--- config.mk ---
export PLATFORM = sky130hd
export DESIGN_NAME = prs_sequencer
export DESIGN_NICKNAME = d
export VERILOG_FILES = /design/src/prs_pkg.sv /design/src/prs_sequencer.sv /design/src/prs_sync.sv
export SDC_FILE = /design/constraint.sdc
export NUM_CORES = 2
export LEC_CHECK = 0
export BUFFER_PORTS_ARGS = -buffer_cell sky130_fd_sc_hd__buf_4
export CAP_MARGIN = 20
export CORE_MARGIN = 5
export CORE_UTILIZATION = 30
export DETAILED_ROUTE_END_ITERATION = 7
export GPL_TIMING_DRIVEN = 0
export REMOVE_ABC_BUFFERS = 1
export SLEW_MARGIN = 10
export SYNTH_ARGS = -nofsm -noshare
export SYNTH_HDL_FRONTEND = slang
export SYNTH_SLANG_ARGS = --single-unit
--- constraint.sdc ---
create_clock -name aclk -period 6.8 [get_ports aclk]
set_clock_uncertainty 0.15 [all_clocks]
set_input_delay 0 -clock aclk [delete_from_list [all_inputs] [get_ports aclk]]
set_output_delay 0 -clock aclk [all_outputs]
set_load 0.005 [all_outputs]
--- src/prs_pkg.sv ---
package prs_pkg;

   // Reset causes applied to the register image
   typedef enum logic [1:0] {RT_EXT, RT_POR, RT_NOBAT, RT_WDT} prs_rst_e;

   // Oscillator periods counted before internal reset release
   localparam int POR_DELAY_PERIODS = 21504;
   localparam int CNT_W             = 15;

   // Own register indices (byte address is four times index)
   localparam logic [7:0] REG_IRQ_STATUS = 8'h00;
   localparam logic [7:0] REG_IRQ_MASK   = 8'h01;
   localparam logic [7:0] REG_SEQ_STATUS = 8'h02;
   localparam logic [7:0] REG_TIMED      = 8'h03;
   localparam logic [7:0] REG_PC_LO      = 8'h04;
   localparam logic [7:0] REG_PC_HI      = 8'h05;

   // Special function register indices
   localparam logic [7:0] SFR_PORT0      = 8'h80;
   localparam logic [7:0] SFR_STACK_PTR  = 8'h81;
   localparam logic [7:0] SFR_DPTR_LO    = 8'h82;
   localparam logic [7:0] SFR_DPTR_HI    = 8'h83;
   localparam logic [7:0] SFR_POWER_CTRL = 8'h87;
   localparam logic [7:0] SFR_TMR_CTRL   = 8'h88;
   localparam logic [7:0] SFR_TMR_MODE   = 8'h89;
   localparam logic [7:0] SFR_TMR0_LO    = 8'h8A;
   localparam logic [7:0] SFR_TMR1_LO    = 8'h8B;
   localparam logic [7:0] SFR_TMR0_HI    = 8'h8C;
   localparam logic [7:0] SFR_TMR1_HI    = 8'h8D;
   localparam logic [7:0] SFR_PORT1      = 8'h90;
   localparam logic [7:0] SFR_SER_CTRL   = 8'h98;
   localparam logic [7:0] SFR_SER_BUF    = 8'h99;
   localparam logic [7:0] SFR_PORT2      = 8'hA0;
   localparam logic [7:0] SFR_INT_EN     = 8'hA8;
   localparam logic [7:0] SFR_PORT3      = 8'hB0;
   localparam logic [7:0] SFR_INT_PRIO   = 8'hB8;
   localparam logic [7:0] SFR_CRC_LO     = 8'hC2;
   localparam logic [7:0] SFR_CRC_HI     = 8'hC3;
   localparam logic [7:0] SFR_MEM_CTRL   = 8'hC6;
   localparam logic [7:0] SFR_RANDOM     = 8'hCF;
   localparam logic [7:0] SFR_PSWORD     = 8'hD0;
   localparam logic [7:0] SFR_CORE_STAT  = 8'hDA;
   localparam logic [7:0] SFR_ACCUM      = 8'hE0;
   localparam logic [7:0] SFR_BREG       = 8'hF0;

   // Reset values
   localparam logic [7:0]  VAL_ZERO   = 8'h00;
   localparam logic [7:0]  VAL_PORT   = 8'hFF;
   localparam logic [7:0]  VAL_SP     = 8'h07;
   localparam logic [7:0]  VAL_MEMNB  = 8'hF8;
   localparam logic [7:0]  KEEP_ALL   = 8'hFF;
   localparam logic [7:0]  KEEP_NONE  = 8'h00;
   localparam logic [7:0]  KEEP_IEIP  = 8'h60;
   localparam logic [15:0] VAL_PC     = 16'h0000;
   // Power control keep masks and values per reset type
   localparam logic [7:0]  PC_KEEP_EXT = 8'h74;
   localparam logic [7:0]  PC_KEEP_POR = 8'h04;
   localparam logic [7:0]  PC_KEEP_WDT = 8'h44;
   localparam logic [7:0]  PC_VAL_WDT  = 8'h10;

   // Power control fields
   localparam int POR_FLAG_BIT = 6;
   localparam int WDT_FLAG_BIT = 4;
   localparam int WDT_EN_BIT   = 2;
   localparam logic [7:0] PC_TIMED_MASK = 8'h44;
   localparam logic [7:0] PC_RO_MASK    = 8'h10;

   // Timed access key bytes
   localparam logic [7:0] TA_KEY1 = 8'hAA;
   localparam logic [7:0] TA_KEY2 = 8'h55;

   // Interrupt status bit positions
   localparam int IRQ_W       = 4;
   localparam int EV_POWER_ON = 0;
   localparam int EV_EXT      = 1;
   localparam int EV_WDT      = 2;
   localparam int EV_IGNORED  = 3;

   // AXI responses
   localparam logic [1:0] RESP_OKAY   = 2'h0;
   localparam logic [1:0] RESP_SLVERR = 2'h2;

   // Returns {keep mask, load value} for one register and reset type
   function automatic logic [15:0] sfr_reset_rule(input logic [7:0] a, input prs_rst_e t);
      logic [15:0] r;
      r = {KEEP_ALL, VAL_ZERO};
      case (a)
         SFR_PORT0, SFR_PORT1, SFR_PORT2, SFR_PORT3: r = {KEEP_NONE, VAL_PORT};
         SFR_STACK_PTR:                              r = {KEEP_NONE, VAL_SP};
         SFR_INT_EN, SFR_INT_PRIO:                   r = {KEEP_IEIP, VAL_ZERO};
         SFR_DPTR_LO, SFR_DPTR_HI, SFR_ACCUM, SFR_BREG, SFR_PSWORD, SFR_TMR_CTRL,
         SFR_TMR_MODE, SFR_TMR0_LO, SFR_TMR0_HI, SFR_TMR1_LO, SFR_TMR1_HI, SFR_SER_CTRL,
         SFR_CORE_STAT, SFR_CRC_LO, SFR_CRC_HI:     r = {KEEP_NONE, VAL_ZERO};
         SFR_POWER_CTRL: begin
            case (t)
               RT_EXT:   r = {PC_KEEP_EXT, VAL_ZERO};
               RT_POR:   r = {PC_KEEP_POR, VAL_ZERO};
               RT_NOBAT: r = {KEEP_NONE, VAL_ZERO};
               default:  r = {PC_KEEP_WDT, PC_VAL_WDT};
            endcase
         end
         SFR_MEM_CTRL: r = (t == RT_NOBAT) ? {KEEP_NONE, VAL_MEMNB} : {KEEP_ALL, VAL_ZERO};
         default:      r = {KEEP_ALL, VAL_ZERO};
      endcase
      return r;
   endfunction

endpackage

--- src/prs_sequencer.sv ---
// The AXI4-Lite register port was left to the implementer.
`timescale 1ns/1ps
// Power-on reset sequencer with reset-type register image
module prs_sequencer
   import prs_pkg::*;
#(
   parameter int ADDR_W        = 10,
   parameter int POR_DELAY_CYC = POR_DELAY_PERIODS
) (
   input  wire logic              aclk,
   input  wire logic              aresetn,
   input  wire logic              supply_ok,
   input  wire logic              osc_running,
   input  wire logic              ext_reset_pin,
   input  wire logic              battery_low,
   input  wire logic              wdt_timeout,
   output logic                   internal_reset_line,
   output logic                   irq,
   input  wire logic [ADDR_W-1:0] s_axi_awaddr,
   input  wire logic              s_axi_awvalid,
   output logic                   s_axi_awready,
   input  wire logic [31:0]       s_axi_wdata,
   input  wire logic [3:0]        s_axi_wstrb,
   input  wire logic              s_axi_wvalid,
   output logic                   s_axi_wready,
   output logic [1:0]             s_axi_bresp,
   output logic                   s_axi_bvalid,
   input  wire logic              s_axi_bready,
   input  wire logic [ADDR_W-1:0] s_axi_araddr,
   input  wire logic              s_axi_arvalid,
   output logic                   s_axi_arready,
   output logic [31:0]            s_axi_rdata,
   output logic [1:0]             s_axi_rresp,
   output logic                   s_axi_rvalid,
   input  wire logic              s_axi_rready
);
   localparam logic [CNT_W-1:0] CNT_LAST = CNT_W'(POR_DELAY_CYC - 1);

   typedef enum logic [2:0] {ST_OFF, ST_OSC, ST_COUNT, ST_EXT, ST_LOAD, ST_RUN} prs_state_e;

   logic [3:0]        pins_s;           // Synchronised pins
   logic              supply_s;         // Supply above threshold
   logic              osc_s;            // Oscillator running
   logic              ext_s;            // External reset held
   logic              batt_s;           // Backup battery low
   prs_state_e        state_r;          // Sequencer state
   logic [CNT_W-1:0]  cnt_r;            // Oscillator period count
   prs_rst_e          rst_type_r;       // Cause applied at load
   logic              internal_reset_line_r;           // Internal reset line
   logic [7:0]        sfr_r [128];      // Register image 80h..FFh
   logic [15:0]       rule_c [128];     // Keep mask and load value per entry
   logic [15:0]       pc_r;             // Program counter image
   logic              ta_stage_r;       // First key byte seen
   logic              ta_open_r;        // Protected bits writable
   logic [IRQ_W-1:0]  irq_stat_r;       // Sticky events
   logic [IRQ_W-1:0]  irq_mask_r;       // Event enables
   logic [IRQ_W-1:0]  ev_c;             // Events this cycle
   logic              irq_r;            // Interrupt output
   logic              aw_full_r;        // Write address held
   logic              w_full_r;         // Write data held
   logic [7:0]        aw_idx_r;         // Held write index
   logic [31:0]       w_data_r;         // Held write data
   logic              w_lane0_r;        // Low byte lane enabled
   logic              awready_r;
   logic              wready_r;
   logic              bvalid_r;
   logic [1:0]        bresp_r;
   logic              arready_r;
   logic              rvalid_r;
   logic [31:0]       rdata_r;
   logic [1:0]        rresp_r;
   logic              wr_fire;          // Both write halves held
   logic              wr_en;            // Write with low lane
   logic              rd_take;          // Read address taken
   logic [7:0]        rd_idx;           // Read index
   logic [31:0]       rd_data_c;        // Read mux data
   logic              rd_ok_c;          // Read index mapped
   logic              wr_ok_c;          // Write index mapped

   // Pins come from outside the clock domain
   prs_sync #(.WIDTH(4)) u_sync (
      .aclk    (aclk),
      .aresetn (aresetn),
      .d       ({battery_low, ext_reset_pin, osc_running, supply_ok}),
      .q       (pins_s)
   );
   assign supply_s = pins_s[0];
   assign osc_s    = pins_s[1];
   assign ext_s    = pins_s[2];
   assign batt_s   = pins_s[3];

   // Reset sequencer; losing supply always returns to the halted state
   always_ff @(posedge aclk) begin
      if (!aresetn) begin
         state_r    <= ST_OFF;
         cnt_r      <= '0;
         rst_type_r <= RT_POR;
      end else if (!supply_s) begin
         state_r <= ST_OFF;
      end else begin
         case (state_r)
            ST_OFF: state_r <= ST_OSC;
            ST_OSC: begin
               if (osc_s) begin
                  state_r    <= ST_COUNT;
                  cnt_r      <= '0;
                  rst_type_r <= batt_s ? RT_NOBAT : RT_POR;
               end
            end
            ST_COUNT: begin
               if (cnt_r == CNT_LAST) begin
                  state_r <= ST_LOAD;
               end else begin
                  cnt_r <= cnt_r + 1'b1;
               end
            end
            ST_EXT: begin
               if (!ext_s) begin
                  state_r <= ST_LOAD;
               end
            end
            ST_LOAD: state_r <= ST_RUN;
            ST_RUN: begin
               if (ext_s) begin
                  state_r    <= ST_EXT;
                  rst_type_r <= RT_EXT;
               end else if (wdt_timeout) begin
                  state_r    <= ST_LOAD;
                  rst_type_r <= RT_WDT;
               end
            end
            default: state_r <= ST_OFF;
         endcase
      end
   end

   always_ff @(posedge aclk) begin
      if (!aresetn) begin
         internal_reset_line_r <= 1'b1;
      end else begin
         internal_reset_line_r <= (state_r != ST_RUN);
      end
   end

   // AXI write channels; address and data accepted in any order
   assign wr_fire = aw_full_r && w_full_r && !bvalid_r;
   assign wr_en   = wr_fire && w_lane0_r;
   always_ff @(posedge aclk) begin
      if (!aresetn) begin
         aw_full_r <= 1'b0;
         w_full_r  <= 1'b0;
         aw_idx_r  <= '0;
         w_data_r  <= '0;
         w_lane0_r <= 1'b0;
         awready_r <= 1'b1;
         wready_r  <= 1'b1;
         bvalid_r  <= 1'b0;
         bresp_r   <= RESP_OKAY;
      end else begin
         if (s_axi_awvalid && awready_r) begin
            aw_full_r <= 1'b1;
            aw_idx_r  <= s_axi_awaddr[9:2];
            awready_r <= 1'b0;
         end
         if (s_axi_wvalid && wready_r) begin
            w_full_r  <= 1'b1;
            w_data_r  <= s_axi_wdata;
            w_lane0_r <= s_axi_wstrb[0];
            wready_r  <= 1'b0;
         end
         if (wr_fire) begin
            bvalid_r <= 1'b1;
            bresp_r  <= wr_ok_c ? RESP_OKAY : RESP_SLVERR;
         end
         // Both channels reopen only after the response is taken
         if (bvalid_r && s_axi_bready) begin
            bvalid_r  <= 1'b0;
            aw_full_r <= 1'b0;
            w_full_r  <= 1'b0;
            awready_r <= 1'b1;
            wready_r  <= 1'b1;
         end
      end
   end

   // Read mux; unmapped indices answer SLVERR with zero data
   assign rd_take = s_axi_arvalid && arready_r;
   assign rd_idx  = s_axi_araddr[9:2];
   assign wr_ok_c = aw_idx_r[7] || (aw_idx_r <= REG_PC_HI);
   always_comb begin
      rd_data_c = '0;
      rd_ok_c   = 1'b1;
      if (rd_idx[7]) begin
         rd_data_c[7:0] = sfr_r[rd_idx[6:0]];
      end else begin
         case (rd_idx)
            REG_IRQ_STATUS: rd_data_c[IRQ_W-1:0] = irq_stat_r;
            REG_IRQ_MASK:   rd_data_c[IRQ_W-1:0] = irq_mask_r;
            REG_SEQ_STATUS: rd_data_c[3:0]       = {ta_open_r, internal_reset_line_r, rst_type_r};
            REG_PC_LO:      rd_data_c[7:0]       = pc_r[7:0];
            REG_PC_HI:      rd_data_c[7:0]       = pc_r[15:8];
            REG_TIMED:      rd_data_c            = '0;
            default:        rd_ok_c              = 1'b0;
         endcase
      end
   end

   // AXI read channel, one read outstanding
   always_ff @(posedge aclk) begin
      if (!aresetn) begin
         arready_r <= 1'b1;
         rvalid_r  <= 1'b0;
         rdata_r   <= '0;
         rresp_r   <= RESP_OKAY;
      end else if (rd_take) begin
         arready_r <= 1'b0;
         rvalid_r  <= 1'b1;
         rdata_r   <= rd_data_c;
         rresp_r   <= rd_ok_c ? RESP_OKAY : RESP_SLVERR;
      end else if (rvalid_r && s_axi_rready) begin
         rvalid_r  <= 1'b0;
         arready_r <= 1'b1;
      end
   end

   // Per-entry reset rule for the cause latched in rst_type_r; a function result cannot be sliced directly
   always_comb begin
      for (int i = 0; i < 128; i++) begin
         rule_c[i] = sfr_reset_rule({1'b1, 7'(i)}, rst_type_r);
      end
   end

   // Register image: reset-type load, then software writes
   always_ff @(posedge aclk) begin
      if (!aresetn) begin
         for (int i = 0; i < 128; i++) begin
            sfr_r[i] <= VAL_ZERO;
         end
      end else if (state_r == ST_LOAD) begin
         for (int i = 0; i < 128; i++) begin
            sfr_r[i] <= (sfr_r[i] & rule_c[i][15:8]) | rule_c[i][7:0];
         end
      end else begin
         // Writes ignored while the core is held in reset
         if (wr_en && aw_idx_r[7] && !internal_reset_line_r) begin
            if (aw_idx_r == SFR_POWER_CTRL) begin
               sfr_r[aw_idx_r[6:0]] <= (sfr_r[aw_idx_r[6:0]] & (PC_RO_MASK | (ta_open_r ? 8'h00 : PC_TIMED_MASK)))
                  | (w_data_r[7:0] & ~(PC_RO_MASK | (ta_open_r ? 8'h00 : PC_TIMED_MASK)));
            end else begin
               sfr_r[aw_idx_r[6:0]] <= w_data_r[7:0];
            end
         end
         // Watchdog flag clears when power control is read
         if (rd_take && rd_idx == SFR_POWER_CTRL) begin
            sfr_r[SFR_POWER_CTRL[6:0]][WDT_FLAG_BIT] <= 1'b0;
         end
      end
   end

   // Program counter image, zero on every reset
   always_ff @(posedge aclk) begin
      if (!aresetn || state_r == ST_LOAD) begin
         pc_r <= VAL_PC;
      end else if (wr_en && !internal_reset_line_r && aw_idx_r == REG_PC_LO) begin
         pc_r[7:0] <= w_data_r[7:0];
      end else if (wr_en && !internal_reset_line_r && aw_idx_r == REG_PC_HI) begin
         pc_r[15:8] <= w_data_r[7:0];
      end
   end

   // Timed access: two key bytes open one protected write
   always_ff @(posedge aclk) begin
      if (!aresetn || state_r == ST_LOAD) begin
         ta_stage_r <= 1'b0;
         ta_open_r  <= 1'b0;
      end else if (wr_en) begin
         ta_stage_r <= (aw_idx_r == REG_TIMED) && (w_data_r[7:0] == TA_KEY1);
         ta_open_r  <= (aw_idx_r == REG_TIMED) && (w_data_r[7:0] == TA_KEY2) && ta_stage_r;
      end
   end

   // Events for the interrupt status
   always_comb begin
      ev_c              = '0;
      ev_c[EV_POWER_ON] = (state_r == ST_LOAD) && (rst_type_r == RT_POR || rst_type_r == RT_NOBAT);
      ev_c[EV_EXT]      = (state_r == ST_LOAD) && (rst_type_r == RT_EXT);
      ev_c[EV_WDT]      = (state_r == ST_LOAD) && (rst_type_r == RT_WDT);
      ev_c[EV_IGNORED]  = ext_s && supply_s && (state_r == ST_OSC || state_r == ST_COUNT);
   end

   // Sticky status with write-one-to-clear; a new event beats the clear
   always_ff @(posedge aclk) begin
      if (!aresetn) begin
         irq_stat_r <= '0;
         irq_mask_r <= '0;
         irq_r      <= 1'b0;
      end else begin
         irq_stat_r <= (irq_stat_r & ~((wr_en && aw_idx_r == REG_IRQ_STATUS) ? w_data_r[IRQ_W-1:0] : '0)) | ev_c;
         if (wr_en && aw_idx_r == REG_IRQ_MASK) begin
            irq_mask_r <= w_data_r[IRQ_W-1:0];
         end
         irq_r <= |(irq_stat_r & irq_mask_r);
      end
   end

   assign internal_reset_line = internal_reset_line_r;
   assign irq                 = irq_r;
   assign s_axi_awready       = awready_r;
   assign s_axi_wready        = wready_r;
   assign s_axi_bvalid        = bvalid_r;
   assign s_axi_bresp         = bresp_r;
   assign s_axi_arready       = arready_r;
   assign s_axi_rvalid        = rvalid_r;
   assign s_axi_rdata         = rdata_r;
   assign s_axi_rresp         = rresp_r;

   por_count_end_a: assert property (@(posedge aclk) disable iff (!aresetn)
      (state_r == ST_COUNT && cnt_r == CNT_LAST && supply_s) |=> state_r == ST_LOAD)
      else $error("count end did not start load");
   por_count_hold_a: assert property (@(posedge aclk) disable iff (!aresetn)
      (state_r == ST_COUNT && cnt_r != CNT_LAST && supply_s) |=> state_r == ST_COUNT)
      else $error("count left early");
   pin_ignored_a: assert property (@(posedge aclk) disable iff (!aresetn)
      (state_r inside {ST_OSC, ST_COUNT}) |=> state_r != ST_EXT)
      else $error("external pin acted during power-on");
   pin_accepted_a: assert property (@(posedge aclk) disable iff (!aresetn)
      (state_r == ST_RUN && supply_s && ext_s) |=> state_r == ST_EXT ##1 internal_reset_line_r)
      else $error("external pin not accepted");
   por_flag_clear_a: assert property (@(posedge aclk) disable iff (!aresetn)
      (state_r == ST_LOAD && rst_type_r == RT_POR) |=> !sfr_r[SFR_POWER_CTRL[6:0]][POR_FLAG_BIT])
      else $error("power-on flag not cleared");
   por_keep_bits_a: assert property (@(posedge aclk) disable iff (!aresetn)
      (state_r == ST_LOAD && rst_type_r == RT_POR)
      |=> sfr_r[SFR_POWER_CTRL[6:0]][WDT_EN_BIT] == $past(sfr_r[SFR_POWER_CTRL[6:0]][WDT_EN_BIT])
          && sfr_r[SFR_MEM_CTRL[6:0]] == $past(sfr_r[SFR_MEM_CTRL[6:0]]))
      else $error("power-on changed retained bits");
   core_load_a: assert property (@(posedge aclk) disable iff (!aresetn)
      (state_r == ST_LOAD) |=> sfr_r[SFR_STACK_PTR[6:0]] == VAL_SP && sfr_r[SFR_PORT2[6:0]] == VAL_PORT
          && pc_r == VAL_PC && sfr_r[SFR_INT_EN[6:0]][4:0] == 5'h00)
      else $error("core registers not loaded");
   wdt_load_a: assert property (@(posedge aclk) disable iff (!aresetn)
      (state_r == ST_LOAD && rst_type_r == RT_WDT)
      |=> sfr_r[SFR_POWER_CTRL[6:0]][WDT_FLAG_BIT] && !sfr_r[SFR_POWER_CTRL[6:0]][5])
      else $error("watchdog load wrong");
   accum_clear_a: assert property (@(posedge aclk) disable iff (!aresetn)
      (state_r == ST_LOAD) |=> sfr_r[SFR_ACCUM[6:0]] == VAL_ZERO && sfr_r[SFR_CRC_HI[6:0]] == VAL_ZERO
          && sfr_r[SFR_SER_BUF[6:0]] == $past(sfr_r[SFR_SER_BUF[6:0]]))
      else $error("core registers not cleared");
   reset_held_a: assert property (@(posedge aclk) disable iff (!aresetn)
      (state_r != ST_RUN) |=> internal_reset_line_r)
      else $error("internal reset dropped early");
   release_edge_a: assert property (@(posedge aclk) disable iff (!aresetn)
      $fell(internal_reset_line_r) |-> $past(state_r, 2) == ST_LOAD)
      else $error("release not after load");
   nobat_mem_a: assert property (@(posedge aclk) disable iff (!aresetn)
      (state_r == ST_LOAD && rst_type_r == RT_NOBAT) |=> sfr_r[SFR_MEM_CTRL[6:0]] == VAL_MEMNB)
      else $error("memory control not loaded");
   type_stable_a: assert property (@(posedge aclk) disable iff (!aresetn)
      (state_r == ST_LOAD) |=> rst_type_r == $past(rst_type_r))
      else $error("reset type changed at load");
endmodule

--- src/prs_sync.sv ---
`timescale 1ns/1ps
// Two-flop synchroniser for pin inputs
module prs_sync #(
   parameter int WIDTH = 4
) (
   input  wire logic             aclk,
   input  wire logic             aresetn,
   input  wire logic [WIDTH-1:0] d,
   output logic      [WIDTH-1:0] q
);
   logic [WIDTH-1:0] meta_r;   // First stage, read only by second stage
   logic [WIDTH-1:0] q_r;      // Second stage, safe to use

   // Plain double flop; pins are slow levels so no handshake needed
   always_ff @(posedge aclk) begin
      if (!aresetn) begin
         meta_r <= '0;
         q_r    <= '0;
      end else begin
         meta_r <= d;
         q_r    <= meta_r;
      end
   end

   assign q = q_r;
endmodule

==> summary.txt <==
Clocking
  • Clock Tree Buf Depth: 3
  • Post-cts sizing count: 0
  • Total CTS buffers: 112
  • H-tree lvl count: 3
  • CTS Root Cell: clkbuf_16
  • Post-CTS setup buffer count: 0
  • Worst skew pair latency: 0.74 ns
  • Worst-path clk slew: 0.06 ns
  • CTS tree: built
  • Clock sinks: 1121

Critical path
  • Critical-path cell list: buf_16 -> clkinv_1 -> o22ai_1 -> nor4b_1 -> nor4_1 -> nand4_1 -> a21boi_4 -> buf_16 -> buf_16 -> buf_12 -> nor2_1
  • Required @ worst endpoint: 7.12 ns
  • Worst r2r path cells: 11
  • Startpoint types: register
  • Max incr delay on CP: 0.82 ns
  • WP buf/inv: 5
  • Critical path class: reg -> reg
  • Cell mode on critical path: buf_16
  • Family with the most delay on the worst path: buffers and inverters
  • CP Capture Type: register
  • Arrival @ worst endpoint: 5.36 ns
  • CP Max Fanout: 36
  • Worst R2R Setup Slack: 1.76 ns
  • R2R Path End: sfr_r[83][4]$_SDFFCE_PN0P_
  • Stages on the worst setup path: 11
  • Slowest cell on the critical path: dfxtp_4

Timing
  • Worst slew pin tran: 1.20 ns
  • Endpoints failing hold: 0
  • Final worst slack: 1.76 ns
  • RSZ-0062 raised after global routing: false
  • Setup TNS Final: 0 ns
  • Relative slew margins: 19.1%
  • Period utilization: 74.1%
  • # setup viols final: 0
  • Maximum clock frequency: 198 MHz
  • Tmin final: 5.04 ns
  • Max Slew Vio Count: 0

Floorplan
  • Chip Width: 438 µm
  • Initial Util: 30.1%
  • Die height: 438 µm
  • FP Rows: 157
  • Core Footprint: 182000 µm²
  • Io pins: 111
  • Die area: 192000 µm²

Layout
  • Fraction of layout cells with a size suffix above 1: 18.2%
  • Final net count: 4138
  • Area of the multi-input gates: 20400 µm²
  • Layout area overhead: 14.8%
  • Final instance count without filler cells: 6543
  • FF+latch area: 32700 µm²
  • Most frequent cells in the layout: edfxtp_1 (1024), and3_1 (610), nand2_1 (567)
  • Fillers: 17.3k
  • Finished Core Util: 34.5%
  • Finished Cell Area: 63000 µm²
  • Commonest non-fill, non-tap cell in the layout: edfxtp_1

Detailed routing
  • Post-route DRC: 0
  • Final WL: 168 mm
  • Routed Antenna Nets: 0
  • Via/cell ratio: 5.53
  • WL/cell: 25.7 µm
  • Drt pass-1 iters: 7
  • Vias: 36.2k
  • Initial DRC count: 4373

Synthesis
  • Post-synthesis sequential area ratio: 59.6%
  • Flops & latches, synth: 1121
  • EDFF count, synth: 1024
  • Synth cell types: 71
  • Synthesized area: 54900 µm²
  • Most used flip-flop cell after synthesis: edfxtp_1
  • Fraction of registers with async set or reset after synthesis: 0%
  • Syn Inst Count: 4177
  • Post-Syn Area per Cell: 13.1 µm²
  • Yosys warnings: 0

Global route
  • GRT Residual Overflow: 0
  • Total GRT Usage: 17.0%
  • Vias in the first global route: 35.5k
  • Initial antenna violation count: 5
  • Largest net degree at the start of global routing: 100
  • First-pass GRT wire length: 244 mm

Place
  • Placed Instance Area: 58500 µm²
  • Placer Congestion: 0.880
  • Port Buffers: 53
  • Post-Place Cells: 6259
  • DPL Wire Length: 109 mm
  • Worst slack, placed: 1.88 ns

Run
  • Maxcap violations: 0

Min path
  • Min-delay worst type: in -> reg
  • Min-Delay Startpoint: s_axi_awaddr[6]
  • Hold Crit Depth: 4

Status
  • Status: finished clean

Power
  • Pwr/cell area: 252 nW/µm²
  • Static leakage: 24.3 nW
  • Peak supply drop: 0.221 mV
[layer usage]
metal,wire (µm),share of wire (%),track usage [%],vias to the layer above
li1,-,-,-,15500
met1,63400,38,21.7,18500
met2,81200,48,28.0,1812
met3,13900,8.3,2.76,391
met4,9380,5.6,8.61,0
met5,0,0,0,-
[repair_timing]
item / in CTS / in global routing
endpoints found under the hold margin: 353 / 0
endpoints found under the setup margin: 0 / 0
hold buffers: 75 / 0
[worst max-delay path by stage]
stage	from	end	slack, ns
CTS	register	sfr_r[83][4]$_SDFFCE_PN0P_	1.88
floorplan	register	sfr_r[32][2]$_DFFE_PP_	-3.31
global route	register	sfr_r[89][4]$_SDFFCE_PN0P_	1.70
finish	register	sfr_r[83][4]$_SDFFCE_PN0P_	1.76
global placement	register	sfr_r[48][2]$_DFFE_PP_	-12.43
detailed placement	register	sfr_r[82][4]$_SDFFCE_PN0P_	1.88
[stage by stage]
| stage | power [mW] | hold WS (ns) |
|---|---|---|
| detailed placement | 9.52 | 0.0572 |
| finish | 15.9 | 0.0766 |
| CTS | 15.9 | 0.00966 |
| global placement | 9.41 | 0.0559 |
| global route | 16.3 | 0.0840 |
| floorplan | 8.70 | -0.0881 |
[synth_stat cells, drive strengths merged (10+ instances only)]
| cell | n | share of area, % |
|---|---|---|
| o22ai | 11 | 0.13 |
| buf | 140 | 1.5 |
| nand2 | 568 | 3.9 |
| and2 | 25 | 0.28 |
| a21oi | 40 | 0.36 |
| clkbuf | 337 | 2.3 |
| o211ai | 11 | 0.15 |
| a22oi | 67 | 0.92 |
| nor2 | 433 | 3.0 |
| mux2 | 22 | 0.45 |
| nor3 | 23 | 0.22 |
| nand4 | 17 | 0.19 |
| edfxtp | 1024 | 56 |
| dfxtp | 97 | 3.5 |
| nor2b | 23 | 0.26 |
| nand2b | 12 | 0.14 |
| o21ai | 56 | 0.51 |
| mux4 | 370 | 15 |
| nand3 | 73 | 0.67 |
| nor4 | 11 | 0.15 |
| and3 | 610 | 7.0 |
| a21boi | 26 | 0.36 |
| mux2i | 51 | 0.93 |
| a31oi | 10 | 0.11 |
[tightest hold or removal path: stages]
cell	delay (ns)
dlygate4sd3_1	0.55
buf_4	0.14
nand3_1	0.11
a21boi_0	0.11
[state kept, by name (all words and copies together), names as in the netlist, 2 cells and up, named ones only]
signal and cells:
aw_idx_r 8, cnt_r 15, irq_mask_r 4, irq_stat_r 4
pc_r 16, rst_type_r 2, s_axi_rdata 8, sfr_r 1024
state_r 3, u_sync.meta_r 4, u_sync.q 4, w_data_r 8
[where the power goes]
group	internal (mW)	switching, mW	total [mW]
logic	0.606	0.921	1.53
registers	7.74	0.163	7.91
clock network	3.69	2.73	6.42
total	12.0	3.82	15.9
[final cells by class]
cell class | count | share of cell area (%)
flip-flops and latches | 1121 | 51.9
multi-input cells | 2593 | 32.3
repair buffers | 226 | 5.01
clock buffers | 142 | 4.77
well taps | 2385 | 4.73
clock inverters | 62 | 1.14
inverters | 11 | 0.0655
diodes | 3 | 0.0119
[cell families (layout without fill, tap and decap cells)]
logic type	Yosys count	count (layout)	synth area share, %
DFF	1121	1121	59.6
muxes	443	443	16.6
buffers and inverters	488	441	3.92
AOI/OAI and AO/OA	268	268	3.29
xor gates and xnor gates	12	12	0.191
adders and majority gates	5	5	0.114
and+or+nand+nor	1839	1839	16.4
other	1	29	0.00683
(Power assumes the default switching activity.)
